File: src/lmc_pkg.sv
// shared constants, types and state layout of the logger mission control block
package lmc_pkg;

	// ********************************************************
	// bus geometry and register indices (byte address = 4 * index)
	// ********************************************************
	localparam int           ADDR_W       = 12;
	localparam int           DATA_W       = 32;
	localparam logic [9:0]   IDX_ALM_SEC  = 10'h207;
	localparam logic [9:0]   IDX_ALM_DAY  = 10'h20a;
	localparam logic [9:0]   IDX_LOW_THR  = 10'h20b;
	localparam logic [9:0]   IDX_HIGH_THR = 10'h20c;
	localparam logic [9:0]   IDX_RATE     = 10'h20d;
	localparam logic [9:0]   IDX_CTRL     = 10'h20e;
	localparam logic [9:0]   IDX_READOUT  = 10'h211;
	localparam logic [9:0]   IDX_STATUS   = 10'h214;
	localparam logic [9:0]   IDX_CMD      = 10'h220;
	localparam logic [9:0]   IDX_DEG      = 10'h221;
	localparam logic [9:0]   IDX_PAGE_LO  = 10'h200;
	localparam logic [9:0]   IDX_PAGE_HI  = 10'h213;

	// ********************************************************
	// field positions
	// ********************************************************
	localparam int           CTRL_OSC_HALT = 7;
	localparam int           CTRL_WIPE_ARM = 6;
	localparam int           CTRL_BLOCK    = 4;
	localparam int           CTRL_WRAP     = 3;
	localparam int           CTRL_LOW_EN   = 2;
	localparam int           CTRL_HIGH_EN  = 1;
	localparam int           CTRL_TIMER_EN = 0;
	localparam logic [7:0]   CTRL_WMASK    = 8'hdf;
	localparam int           ST_WIPED      = 6;
	localparam int           ST_MISSION    = 5;
	localparam int           ST_TLF        = 2;
	localparam int           ST_THF        = 1;
	localparam int           ST_TAF        = 0;
	localparam int           ALM_MASK_BIT  = 7;

	// ********************************************************
	// reset values and codes
	// ********************************************************
	localparam logic [7:0]   CTRL_RST      = 8'h00;
	localparam logic [7:0]   REG_RST       = 8'h00;
	localparam logic [7:0]   CODE_UNDER    = 8'h00;
	localparam logic [7:0]   CODE_OVER     = 8'hff;
	localparam logic [7:0]   CODE_SPEC_LO  = 8'h04;
	localparam logic [7:0]   CODE_SPEC_HI  = 8'hfb;
	localparam logic [7:0]   CMD_CLEAR_MEM = 8'h01;
	localparam logic [7:0]   SEC_ZERO      = 8'h00;
	localparam logic [7:0]   RATE_ZERO     = 8'h00;
	localparam logic [7:0]   CNT_LAST      = 8'h01;
	localparam logic [9:0]   DEG8_OFS_HIGH = 10'h074;
	localparam logic [9:0]   DEG8_OFS_LOW  = 10'h3d4;

	typedef enum logic {BUS_IDLE, BUS_ACK} lmc_bus_e;

	typedef struct packed {
		logic              read;
		logic              write;
		logic [ADDR_W-1:0] address;
		logic [DATA_W-1:0] writedata;
		logic [3:0]        byteenable;
	} lmc_avs_s;

	typedef struct packed {
		logic [7:0] sec;
		logic [7:0] min;
		logic [7:0] hour;
		logic [7:0] dow;
	} lmc_rtc_s;

	typedef struct packed {
		logic       done;
		logic       under;
		logic       over;
		logic [7:0] code;
	} lmc_conv_s;

	typedef struct packed {
		logic       store;
		logic       hist_inc;
		logic [5:0] bin;
		logic [7:0] code;
	} lmc_log_s;

	typedef struct packed {
		lmc_bus_e          bus;
		logic              wreq;
		logic [DATA_W-1:0] rdata;
		logic [3:0][7:0]   alm;
		logic [7:0]        low_thr;
		logic [7:0]        high_thr;
		logic [7:0]        rate;
		logic [7:0]        ctrl;
		logic [7:0]        readout;
		logic [9:0]        deg8;
		logic              mission;
		logic              wiped;
		logic              timer_alarm_flag;
		logic              tlf;
		logic              thf;
		logic              osc_run;
		logic              osc_ok;
		logic [7:0]        min_cnt;
		logic              alarm;
		logic              sample_req;
		logic              wipe;
		logic              wipe_next;
		logic              search;
		lmc_log_s          log;
	} lmc_state_s;

endpackage

File: src/lmc_field_match.sv
// one masked alarm field comparator
`timescale 1ns/1ps
module lmc_field_match #(
	parameter int W = 7
) (
	input  wire logic [W-1:0] cur_i,
	input  wire logic [W-1:0] alm_i,
	input  wire logic         mask_i,
	output logic              hit_o
);
	// a set mask bit makes the field a don't-care
	assign hit_o = mask_i | (cur_i == alm_i);
endmodule

File: src/lmc_temp_code.sv
// temperature code mapping: out-of-range clamp, validity, bin and degrees
`timescale 1ns/1ps
module lmc_temp_code
	import lmc_pkg::*;
#(
	parameter bit HIGH_VARIANT = 1'b1
) (
	input  wire lmc_conv_s  conv_i,
	output logic [7:0]      code_o,
	output logic            valid_o,
	output logic            in_spec_o,
	output logic [5:0]      bin_o,
	output logic [9:0]      deg8_o
);
	// degrees in eighths: code + 116 or code - 44
	localparam logic [9:0] OFS = HIGH_VARIANT ? DEG8_OFS_HIGH : DEG8_OFS_LOW;

	always_comb
	begin
		if (conv_i.under)
			code_o = CODE_UNDER;
		else if (conv_i.over)
			code_o = CODE_OVER;
		else
			code_o = conv_i.code;
		valid_o   = (code_o != CODE_UNDER) && (code_o != CODE_OVER);
		in_spec_o = (code_o >= CODE_SPEC_LO) && (code_o <= CODE_SPEC_HI);
		// 00h-03h fall in bin 0, fch-ffh in bin 63
		bin_o     = code_o[7:2];
		deg8_o    = {2'b00, code_o} + OFS;
	end
endmodule

File: src/lmc_top.sv
// logger mission control: register page, alarm decode, mission start/stop, logging control
// Contract
// [RL1] all four alarm masks set: alarm every second.
// [RL2] only seconds mask clear: alarm on seconds match, once a minute.
// [RL3] seconds and minutes masks clear: alarm hourly on minutes and seconds match.
// [RL4] only day mask set: daily alarm; all clear: weekly alarm incl. day.
// [RL5] temperature is one unsigned byte, eighth-degree steps, 32 degree span.
// [RL6] under range records 00h, over range ffh; 01h-feh are valid.
// [RL7] codes 04h-fbh are specified, bins 1-62; out-of-range in bins 0, 63.
// [RL8] same code-to-degree mapping for log and readout: code/8 +14.5 or -5.5.
// [RL9] host encodes thresholds as 8*deg-116 or 8*deg+44.
// [RL10] conversions spaced by sample-rate minutes, 1 to 255.
// [RL11] wiped flag set, block clear: non-zero rate write starts a mission.
// [RL12] control write during a mission ends it and updates the register.
// [RL13] control bit 5 reads zero and cannot be set.
// [RL14] oscillator runs while halt bit is zero, stops when one.
// [RL15] mission start refused until rtc advanced one second after oscillator enable.
// [RL16] armed wipe clears memory, counters and rate only on next clear command.
// [RL17] wipe arm bit drops on the next memory function command.
// [RL18] rate write starts a mission only with mission block bit zero.
// [RL19] wrap bit set: logging restarts at beginning when memory fills.
// [RL20] wrap bit clear: storing stops when full, mission keeps running.
// [RL21] low/high search enables answer search on threshold crossings.
// [RL22] timer search enable answers search after a timer alarm.
// [RL23] every alarm match sets the timer alarm flag.
// [RL24] first write to 200h-213h ends a running mission.
// [RL25] alarm compared once per seconds update, at most one event per second.
`timescale 1ns/1ps
module lmc_top
	import lmc_pkg::*;
#(
	parameter bit HIGH_VARIANT = 1'b1
) (
	input  wire logic                   ref_clk_i,
	input  wire logic                   sys_rst_i,
	input  wire lmc_pkg::lmc_avs_s      avs_i,
	output logic [lmc_pkg::DATA_W-1:0]  avs_readdata_o,
	output logic                        avs_waitrequest_o,
	input  wire logic                   rtc_tick_i,
	input  wire lmc_pkg::lmc_rtc_s      rtc_i,
	input  wire lmc_pkg::lmc_conv_s     conv_i,
	input  wire logic                   log_full_i,
	output logic                        osc_run_o,
	output logic                        mission_active_o,
	output logic                        alarm_o,
	output logic                        sample_req_o,
	output logic                        wipe_o,
	output logic                        wrap_log_o,
	output logic                        search_match_o,
	output lmc_pkg::lmc_log_s           log_o
);
	import lmc_pkg::*;

	lmc_state_s st_r;
	lmc_state_s st_nxt;

	// ********************************************************
	// alarm field comparators
	// ********************************************************
	logic [3:0] fld_hit;
	logic [3:0][6:0] fld_cur;

	assign fld_cur[0] = rtc_i.sec[6:0];
	assign fld_cur[1] = rtc_i.min[6:0];
	assign fld_cur[2] = rtc_i.hour[6:0];
	assign fld_cur[3] = rtc_i.dow[6:0];

	genvar g;
	generate
		for (g = 0; g < 4; g++)
		begin : g_fld
			lmc_field_match #(
				.W (7)
			) u_fld (
				.cur_i  (fld_cur[g]),
				.alm_i  (st_r.alm[g][6:0]),
				.mask_i (st_r.alm[g][ALM_MASK_BIT]),
				.hit_o  (fld_hit[g])
			);
		end
	endgenerate

	// ********************************************************
	// conversion result mapping
	// ********************************************************
	logic [7:0] t_code;
	logic       t_valid;
	logic       t_in_spec;
	logic [5:0] t_bin;
	logic [9:0] t_deg8;

	lmc_temp_code #(
		.HIGH_VARIANT (HIGH_VARIANT)
	) u_tcode (
		.conv_i    (conv_i),
		.code_o    (t_code),
		.valid_o   (t_valid),
		.in_spec_o (t_in_spec),
		.bin_o     (t_bin),
		.deg8_o    (t_deg8)
	);

	// ********************************************************
	// next-state logic
	// ********************************************************
	logic [9:0] idx;
	logic       req;
	logic       wr_go;
	logic       in_page;
	logic [7:0] wd;
	logic       alarm_hit;
	logic       minute_edge;
	logic       tlf_set;
	logic       thf_set;

	assign idx     = avs_i.address[ADDR_W-1:2];
	assign req     = avs_i.read | avs_i.write;
	assign wd      = avs_i.writedata[7:0];
	assign in_page = (idx >= IDX_PAGE_LO) && (idx <= IDX_PAGE_HI);
	// the write takes effect on the edge where the master sees waitrequest low
	assign wr_go   = (st_r.bus == BUS_ACK) && avs_i.write && avs_i.byteenable[0];

	// one comparison per seconds update only
	assign alarm_hit   = rtc_tick_i && (&fld_hit); // [RL25] [RL1] [RL2] [RL3] [RL4]
	assign minute_edge = rtc_tick_i && (rtc_i.sec == SEC_ZERO);
	// a threshold flag is raised by any mission reading past its threshold, under and over range codes included
	assign tlf_set = conv_i.done && st_r.mission && (t_code <= st_r.low_thr); // [RL21]
	assign thf_set = conv_i.done && st_r.mission && (t_code >= st_r.high_thr); // [RL21]

	// ********************************************************
	// wipe sequencing and mission start qualification
	// ********************************************************
	logic acc_go;
	logic start_ok;

	// any completed access, read or write, ends the window in which a clear may fire
	assign acc_go   = (st_r.bus == BUS_ACK) && req;
	// mission start needs a wiped log, no block and an rtc that has ticked since enable
	assign start_ok = !st_r.mission && st_r.wiped && st_r.osc_ok && !st_r.ctrl[CTRL_BLOCK]; // [RL11] [RL18] [RL15]

	always_comb
	begin
		st_nxt            = st_r;
		st_nxt.alarm      = 1'b0;
		st_nxt.sample_req = 1'b0;
		st_nxt.wipe       = 1'b0;
		st_nxt.log.store  = 1'b0;
		st_nxt.log.hist_inc = 1'b0;

		// bus handshake: one wait cycle, then a single acknowledge cycle
		case (st_r.bus)
			BUS_IDLE:
			begin
				if (req)
				begin
					st_nxt.bus  = BUS_ACK;
					st_nxt.wreq = 1'b0;
				end
			end
			BUS_ACK:
			begin
				st_nxt.bus  = BUS_IDLE;
				st_nxt.wreq = 1'b1;
			end
			default:
			begin
				st_nxt.bus  = BUS_IDLE;
				st_nxt.wreq = 1'b1;
			end
		endcase

		// read data latched one cycle ahead so it stands at the acknowledge edge
		st_nxt.rdata = '0;
		if ((st_r.bus == BUS_IDLE) && avs_i.read)
		begin
			if ((idx >= IDX_ALM_SEC) && (idx <= IDX_ALM_DAY))
				st_nxt.rdata[7:0] = st_r.alm[idx[1:0] - IDX_ALM_SEC[1:0]];
			else
			begin
				case (idx)
					IDX_LOW_THR:  st_nxt.rdata[7:0] = st_r.low_thr;
					IDX_HIGH_THR: st_nxt.rdata[7:0] = st_r.high_thr;
					IDX_RATE:     st_nxt.rdata[7:0] = st_r.rate;
					IDX_CTRL:     st_nxt.rdata[7:0] = st_r.ctrl & CTRL_WMASK; // [RL13]
					IDX_READOUT:  st_nxt.rdata[7:0] = st_r.readout;
					IDX_DEG:      st_nxt.rdata[9:0] = st_r.deg8; // [RL8]
					IDX_STATUS:
					begin
						st_nxt.rdata[ST_WIPED]   = st_r.wiped;
						st_nxt.rdata[ST_MISSION] = st_r.mission;
						st_nxt.rdata[ST_TLF]     = st_r.tlf;
						st_nxt.rdata[ST_THF]     = st_r.thf;
						st_nxt.rdata[ST_TAF]     = st_r.timer_alarm_flag;
					end
					default:      st_nxt.rdata = '0;
				endcase
			end
		end

		// rtc oscillator supervision
		st_nxt.osc_run = ~st_r.ctrl[CTRL_OSC_HALT]; // [RL14]
		if (st_r.ctrl[CTRL_OSC_HALT])
			st_nxt.osc_ok = 1'b0; // [RL15]
		else if (rtc_tick_i)
			st_nxt.osc_ok = 1'b1; // [RL15]

		// register writes
		if (wr_go)
		begin
			// any write in the page stops a running mission
			if (in_page && st_r.mission)
				st_nxt.mission = 1'b0; // [RL24] [RL12]
			if ((idx >= IDX_ALM_SEC) && (idx <= IDX_ALM_DAY))
				st_nxt.alm[idx[1:0] - IDX_ALM_SEC[1:0]] = wd;
			case (idx)
				IDX_LOW_THR:  st_nxt.low_thr  = wd;
				IDX_HIGH_THR: st_nxt.high_thr = wd;
				IDX_CTRL:     st_nxt.ctrl     = wd & CTRL_WMASK; // [RL13] [RL12]
				IDX_RATE:
				begin
					st_nxt.rate = wd; // [RL10]
					if (start_ok && (wd != RATE_ZERO)) // [RL11] [RL18] [RL15]
					begin
						st_nxt.mission = 1'b1;
						st_nxt.wiped   = 1'b0;
						st_nxt.min_cnt = wd;
					end
				end
				IDX_STATUS:
				begin
					// status bits other than wiped clear on a written zero, a one is ignored
					if (!wd[ST_MISSION])
						st_nxt.mission = 1'b0;
					if (!wd[ST_TLF])
						st_nxt.tlf = 1'b0;
					if (!wd[ST_THF])
						st_nxt.thf = 1'b0;
					if (!wd[ST_TAF])
						st_nxt.timer_alarm_flag = 1'b0;
				end
				IDX_CMD:
				begin
					// every memory function command disarms the wipe
					st_nxt.ctrl[CTRL_WIPE_ARM] = 1'b0; // [RL17]
					if (st_r.ctrl[CTRL_WIPE_ARM] && st_r.wipe_next
						&& (wd == CMD_CLEAR_MEM)) // [RL16]
					begin
						st_nxt.wipe    = 1'b1;
						st_nxt.rate    = RATE_ZERO;
						st_nxt.wiped   = 1'b1;
						st_nxt.mission = 1'b0;
					end
				end
				default:
				begin
				end
			endcase
		end

		// the arming write opens the window, any later access closes it again
		if (acc_go)
			st_nxt.wipe_next = 1'b0;
		if (wr_go && (idx == IDX_CTRL) && wd[CTRL_WIPE_ARM])
		begin
			// the arm bit stays readable; a clear fires only with the arm bit set and the window still open
			st_nxt.wipe_next = 1'b1; // [RL16]
		end

		// alarm events; placed after writes so a set beats a same-cycle clear
		if (alarm_hit)
		begin
			st_nxt.alarm = 1'b1;
			st_nxt.timer_alarm_flag   = 1'b1; // [RL23]
		end
		if (tlf_set)
			st_nxt.tlf = 1'b1;
		if (thf_set)
			st_nxt.thf = 1'b1;

		// sample interval countdown, in whole minutes
		if (st_r.mission && minute_edge)
		begin
			if (st_r.min_cnt <= CNT_LAST) // [RL10]
			begin
				st_nxt.sample_req = 1'b1;
				st_nxt.min_cnt    = st_r.rate;
			end
			else
				st_nxt.min_cnt = st_r.min_cnt - CNT_LAST;
		end

		// conversion results: readout always, logging only during a mission
		if (conv_i.done)
		begin
			st_nxt.readout = t_code; // [RL6] [RL5]
			st_nxt.deg8    = t_deg8; // [RL8]
			if (st_r.mission)
			begin
				st_nxt.log.code     = t_code; // [RL6]
				st_nxt.log.bin      = t_bin; // [RL7]
				st_nxt.log.hist_inc = 1'b1; // [RL20]
				// with wrap off a full log just stops storing
				st_nxt.log.store    = !log_full_i || st_r.ctrl[CTRL_WRAP]; // [RL19] [RL20]
			end
		end

		st_nxt.search = (st_r.ctrl[CTRL_LOW_EN] && st_r.tlf) // [RL21]
			|| (st_r.ctrl[CTRL_HIGH_EN] && st_r.thf) // [RL21]
			|| (st_r.ctrl[CTRL_TIMER_EN] && st_r.timer_alarm_flag); // [RL22]
	end

	// ********************************************************
	// state register
	// ********************************************************
	always_ff @(posedge ref_clk_i)
	begin
		if (sys_rst_i)
		begin
			st_r          <= '0;
			st_r.bus      <= BUS_IDLE;
			st_r.wreq     <= 1'b1;
			st_r.ctrl     <= CTRL_RST;
			st_r.low_thr  <= REG_RST;
			st_r.high_thr <= REG_RST;
			st_r.rate     <= RATE_ZERO;
			st_r.osc_run  <= 1'b1;
		end
		else
			st_r <= st_nxt;
	end

	// ********************************************************
	// outputs, all straight from state flops
	// ********************************************************
	assign avs_readdata_o    = st_r.rdata;
	assign avs_waitrequest_o = st_r.wreq;
	assign osc_run_o         = st_r.osc_run;
	assign mission_active_o  = st_r.mission;
	assign alarm_o           = st_r.alarm;
	assign sample_req_o      = st_r.sample_req;
	assign wipe_o            = st_r.wipe;
	assign wrap_log_o        = st_r.ctrl[CTRL_WRAP]; // [RL19]
	assign search_match_o    = st_r.search;
	assign log_o             = st_r.log;

endmodule

File: config.mk
export PLATFORM = sky130hd
export DESIGN_NAME = lmc_top
export DESIGN_NICKNAME = d
export VERILOG_FILES = /design/src/lmc_pkg.sv /design/src/lmc_field_match.sv /design/src/lmc_temp_code.sv /design/src/lmc_top.sv
export SDC_FILE = /design/constraint.sdc
export NUM_CORES = 1
export LEC_CHECK = 0
export CORE_ASPECT_RATIO = 1.1
export CORE_MARGIN = 2
export CORE_UTILIZATION = 55
export DETAILED_ROUTE_END_ITERATION = 8
export DONT_BUFFER_PORTS = 1
export PLACE_DENSITY_LB_ADDON = 0.25
export SLEW_MARGIN = 15
export SYNTH_ARGS = -nofsm -noshare
export SYNTH_HDL_FRONTEND = slang
export SYNTH_HIERARCHICAL = 1
export SYNTH_SLANG_ARGS = --single-unit
File: constraint.sdc
create_clock -name ref_clk_i -period 3.4 [get_ports ref_clk_i]
set_input_delay 0.51 -clock ref_clk_i [delete_from_list [all_inputs] [get_ports ref_clk_i]]
set_output_delay 0.51 -clock ref_clk_i [all_outputs]
set_load 0.02 [all_outputs]
* Yosys cells after proc, flatten, opt, wreduce, memory -nomap -nowiden
Cells that the tools add are included.
Cells by class: add/subtract/negate cells 3, shifts and indexed selects 0, $lt $le $gt $ge 9, div/mod/pow operators 0, equality and inequality tests 19, mux-type cells 42, $mul 0, bitwise logic cells 14, reduce and logical (&&, ||, !) cells 65
Operator list (count):
- 2-to-1 mux 8 bit | 11
- == test 10 bit, second input constant | 8
- bitwise mux 32 bit | 1
- == test 7 bit | 4
- logical AND 1 bit | 25
- nonzero test 2 bit | 12
- case mux 3 bit (7 select lines) | 1
- greater-or-equal comparator 10 bit, second input constant | 2
- less-or-equal comparator 10 bit, second input constant | 2
- binary-select mux 8 bit (select 2 bit) | 1
- demux 8 bit (select 2 bit) | 1
- case mux 8 bit (2 select lines) | 1
- 2-to-1 mux 15 bit | 1
- AND reduction 3 bit | 5
- case mux 2 bit (7 select lines) | 1
- 2-to-1 mux 1 bit | 13
- case mux 2 bit (6 select lines) | 1
- AND reduction 2 bit | 6
- adder 8 x 7 -> 9 bit, second input constant | 1
- inverter 1 bit | 9
- == test 8 x 1 -> 1 bit, second input constant | 1
- greater-or-equal comparator 8 bit | 1
- less-or-equal comparator 8 x 1 -> 1 bit, second input constant | 1
- less-or-equal comparator 8 bit | 1
- other kinds (21) | 42
Storage, ports and cells: flip-flop bits (word level) 151, output and inout port bits 56, memory bits (writable) 0, bits in read-only memories 0, latch bits 0, logic and storage cells 184, memories 0, input bits 97

* Depth between registers and ports, before layout
depth after elaboration 9, depth in mapped cells 10, gate-level depth less buffers 9

* Hierarchy
The synthesis kept the hierarchy.
Modules (own cells, without submodules):
- lmc_top | area each 6515.0 um2, sequential area each 2582.5 um2, instances 1, cells each 737
- lmc_temp_code | area each 422.9 um2, sequential area each 0.0 um2, instances 1, cells each 56
- lmc_field_match | area each 77.6 um2, sequential area each 0.0 um2, instances 4, cells each 9

* Worst setup path after synthesis
OpenSTA, ideal clock, no wires.
kind input port to flip-flop, from input avs_i[38] in the netlist's numbering, to register st_r[33] in the netlist's numbering, setup time 116 ps, path buffers 3, stages on the path 9, arrival time 2430 ps, slack 853 ps, required time 3284 ps, cell sequence clkbuf_1 inv_1 ha_1 clkbuf_1 and4b_1 clkbuf_1 nand3b_1 or3_1 a31o_2
Between the ends: word-level cells in the longest chain between the ends 3
RTL lines:
- start, declared | RTL line lmc_top.sv:36 | input wire lmc_pkg::lmc_avs_s avs_i,
- == test 10 bit | RTL line lmc_top.sv:215 | case (idx)
- nonzero test 2 bit (no source line)
- AND reduction 3 bit (no source line)
- end signal, assigned | RTL line lmc_top.sv:329 | st_r <= st_nxt;
- end, declared | RTL line lmc_top.sv:54 | lmc_state_s st_r;
No other way between the ends. A chain may end at the register's enable or synchronous reset.

* Worst setup path in the final report
from register st_r[23] in the netlist's numbering, to register st_r[25] in the netlist's numbering
Between the ends: word-level cells in the longest chain between the ends 3, elaborated cells on any way between the ends 4, those cells by class 1 x add/sub; 1 x order compare; 2 x mux
RTL lines:
- subtractor 8 x 1 -> 8 bit or less-or-equal comparator 8 x 1 -> 1 bit (tied branches) | RTL line lmc_top.sv:289, lmc_top.sv:283
- 2-to-1 mux 8 bit * | RTL line lmc_top.sv:283 | if (st_r.min_cnt <= CNT_LAST)
- 2-to-1 mux 8 bit * | RTL line lmc_top.sv:281 | if (st_r.mission && minute_edge)
Every way passes the cells marked *; elsewhere a longest branch is shown, timed or not.

==> results by group <==
Status
  • Status: finished, final reports clean

GRT
  • Initial antenna violation count: 0
  • Largest net degree at the start of global routing: roughly 110
  • Leftover overflow at the end of global routing: 0
  • First-pass GRT wire length: between 20000 and 30000 um
  • Vias in the first global route: 5524
  • GRT Overall Usage: 0.273

Setup path
  • Minimum setup slack among reg-to-reg paths: ~1100 ps
  • Data required time at the worst endpoint: around 3700 ps
  • Critical Path AT: 2560 ps
  • Family with the most delay on the worst path: simple AND/OR/NAND/NOR gates
  • Type of element launching the critical path: flop
  • Maximum cell stage delay along the critical path: 590 ps
  • Critical path, cell by cell: or4_4 > or4_4 > mux2_4 > a211oi_1 > a211oi_1
  • Worst setup path endpoint: st_r[25]$_SDFFE_PP0P_
  • Worst-path cell with the longest stage delay: sky130_fd_sc_hd__or4_4
  • Critical path buffer and inverter count: 0
  • Largest fanout of any net on the critical path: 10
  • Crit. End Element: flop
  • Logic depth of the worst register-to-register path: 5
  • Source of the worst register-to-register timing path: st_r[23]$_SDFFE_PP0P_
  • Logic depth of the worst setup path including buffers: 5
  • Reg-to-Reg End: st_r[25]$_SDFFE_PP0P_
  • Worst setup path class: reg -> reg
  • Start point of the critical path: st_r[23]$_SDFFE_PP0P_

Pwr
  • Areal power density over the cells: between 400 and 500 nW/um2
  • Fraction of power consumed by sequential logic: 0.450
  • Peak supply drop: about 0.00038 V
  • P_int: around 0.0027 W
  • Leakage: 3.03 nW
  • Share of total power in the clock network: 0.496
  • Switching power as a share of total power: 0.218
  • Net Sw Power: 0.000748 W
  • Combinational cell fraction of total power: 0.054

Clock tree
  • TritonCTS clock tree: yes
  • Cts hold-fix bufs: 0
  • Setup bufs post-CTS: 0
  • Clk slew on worst S/H paths: roughly 50 ps
  • CTS resizes: 0
  • Buffer type at the clock tree root: sky130_fd_sc_hd__clkbuf_16
  • Number of buffers created by CTS: 17
  • Clock latency on the worst-skew pair: around 420 ps
  • TritonCTS sink count: 129
  • Htree depth: 4
  • Clock Tree Buf Depth: 2

Routing
  • Detail-routed via count per cell: 6.18
  • Violation count after the first detailed-route iteration: roughly 450
  • Post-detailed-route count of antenna-violating nets: 0
  • Routed wire length: 18800 um
  • Total via count after detailed routing: approximately 5700
  • Drt wl/cell: about 20 um
  • Number of iterations in the first detailed-routing pass: 6
  • Remaining routing DRC violations: 0

STA
  • Crit path setup slack, layout: 1110 ps
  • Final TNS setup: 0 ps
  • Final period utilization: 0.673
  • Worst slew margin: 0.474
  • Max-slew violation total from the final report: 0
  • Number of hold violations in the final report: 0
  • Minimum clock period: ~2300 ps
  • Final count of negative-setup-slack endpoints: 0
  • Maximum clock frequency: between 400 and 500 MHz
  • Layout Skew: 8.04 ps
  • Transition time at the pin with the least slew margin: slightly below 800 ps
  • Setup repair after global routing missed its margin: no

Worst hold path
  • Worst hold path type: in -> reg

Placed design
  • Number of placed cells counting well taps: 899
  • Final RePlAce weighted congestion: approximately 0.93
  • Post-DP HPWL: about 14000 um
  • Pre-CTS worst setup slack: 759 ps
  • Port Buf Inserts: 0

Cells and area
  • Net count of the finished layout: 883
  • Final antenna diode count: 0
  • Area Overhead vs Synth: 3.72%
  • Fraction of final layout cells sized beyond drive strength 1: 0.0815
  • Non-filler instance count after layout: 930

Floorplan
  • Die width: ~110 um
  • Vertical die dimension: about 120 um
  • Number of ports placed on the die boundary: around 150
  • Area of the die: ~14000 um2
  • Core Box Area: ~13000 um2
  • Initial Util: 0.563
  • Num rows: 43

Run
  • Max_cap viols: 0

Logic synthesis
  • Synthesized instance count: between 800 and 900
  • Mean Syn Cell Area: 8.74 um2
  • Synthesized area: slightly above 7000 um2
  • YS warnings: 6
-- how the worst min path moves through the flow --
stage,start,endpoint,slack [ps],depth (start not counted)
floorplan,st_r[61]$_SDFFE_PP0P_,osc_run_o$_SDFF_PP1_,390,1
global placement,st_r[17]$_SDFFE_PP0P_,st_r[17]$_SDFFE_PP0P_,450,2
CTS,sys_rst_i,st_r[105]$_SDFFE_PP0P_,150,1
detailed placement,st_r[45]$_SDFFE_PP0P_,avs_readdata_o[9]$_SDFF_PP0_,440,1
global route,sys_rst_i,st_r[58]$_SDFFE_PP0P_,150,1
finish,sys_rst_i,st_r[26]$_SDFFE_PP0P_,170,1
-- layer usage --
layer | up-vias | share of wire | track usage
met3 | 34 | 0.073 | 0.0824
met1 | 2808 | 0.40 | 0.323
met4 | 0 | 0.024 | 0.104
li1 | 2678 | - | -
met5 | - | 0 | 0
met2 | 229 | 0.50 | 0.471
-- through the flow --
step | utilization | hold slack [ps] | total power [W] | area (um2)
global placement | 0.541 | 446 | 0.00175 | 6840
finish | 0.584 | 171 | 0.00342 | 7390
detailed placement | 0.541 | 444 | 0.00175 | 6840
CTS | 0.584 | 151 | 0.00345 | 7390
global route | 0.584 | 154 | 0.00353 | 7390
floorplan | - | 385 | 0.00178 | 7200
-- area by class of cell --
| class | instances | area, um2 |
|---|---|---|
| Inverter | 32 | 120 |
| Tap cell | 157 | 196 |
| Clock buffer | 25 | 495 |
| Fill cell | 1135 | 5260 |
| Timing Repair Buffer | 7 | 52.6 |
| Clock inverter | 6 | 55.1 |
| Multi-Input combinational cell | 574 | 3890 |
| Sequential cell | 129 | 2580 |
-- state kept, by name, indices dropped and copies added (netlist names) --
signal / flops
st_r: 95
log_o: 16
avs_readdata_o: 10
alarm_o: 1
avs_waitrequest_o: 1
mission_active_o: 1
osc_run_o: 1
sample_req_o: 1
search_match_o: 1
wipe_o: 1
wrap_log_o: 1
-- cells in the final DEF (no fill, tap or decap), types with 5 or more instances in the layout --
cell type and n:
sky130_fd_sc_hd__or3_1 5, sky130_fd_sc_hd__clkinv_2 5, sky130_fd_sc_hd__conb_1 23, sky130_fd_sc_hd__xor2_1 21, sky130_fd_sc_hd__dfxtp_1 129, sky130_fd_sc_hd__nor3_1 10, sky130_fd_sc_hd__nand4_1 13, sky130_fd_sc_hd__a22oi_1 9
sky130_fd_sc_hd__xnor2_1 13, sky130_fd_sc_hd__inv_1 32, sky130_fd_sc_hd__nor2_1 102, sky130_fd_sc_hd__nand2_1 74, sky130_fd_sc_hd__and2_1 6, sky130_fd_sc_hd__buf_4 7, sky130_fd_sc_hd__clkbuf_16 17, sky130_fd_sc_hd__a22o_1 12
sky130_fd_sc_hd__mux4_2 8, sky130_fd_sc_hd__o21ai_0 18, sky130_fd_sc_hd__nand3_1 14, sky130_fd_sc_hd__a21oi_1 45, sky130_fd_sc_hd__o22ai_1 6, sky130_fd_sc_hd__ha_1 25, sky130_fd_sc_hd__a311oi_1 9, sky130_fd_sc_hd__nor2b_1 5
sky130_fd_sc_hd__a211oi_1 5, sky130_fd_sc_hd__mux2i_1 68, sky130_fd_sc_hd__nor4_1 7
-- power by group through the flow --
stage,clock [W],combinational (W),sequential (W)
finish,0.00170,0.000185,0.00154
global route,0.00179,0.000204,0.00154
CTS,0.00172,0.000184,0.00154
detailed placement,0,0.000183,0.00157
global placement,0,0.000176,0.00157
floorplan,0,0.000215,0.00157
-- worst register-to-register path: stages, from the launching register on --
cell and delay [ps]:
sky130_fd_sc_hd__dfxtp_1 360, sky130_fd_sc_hd__or4_4 580, sky130_fd_sc_hd__or4_4 590, sky130_fd_sc_hd__mux2_4 330
sky130_fd_sc_hd__a211oi_1 210, sky130_fd_sc_hd__a211oi_1 90
No activity file was read; power rests on OpenSTA's default activity.
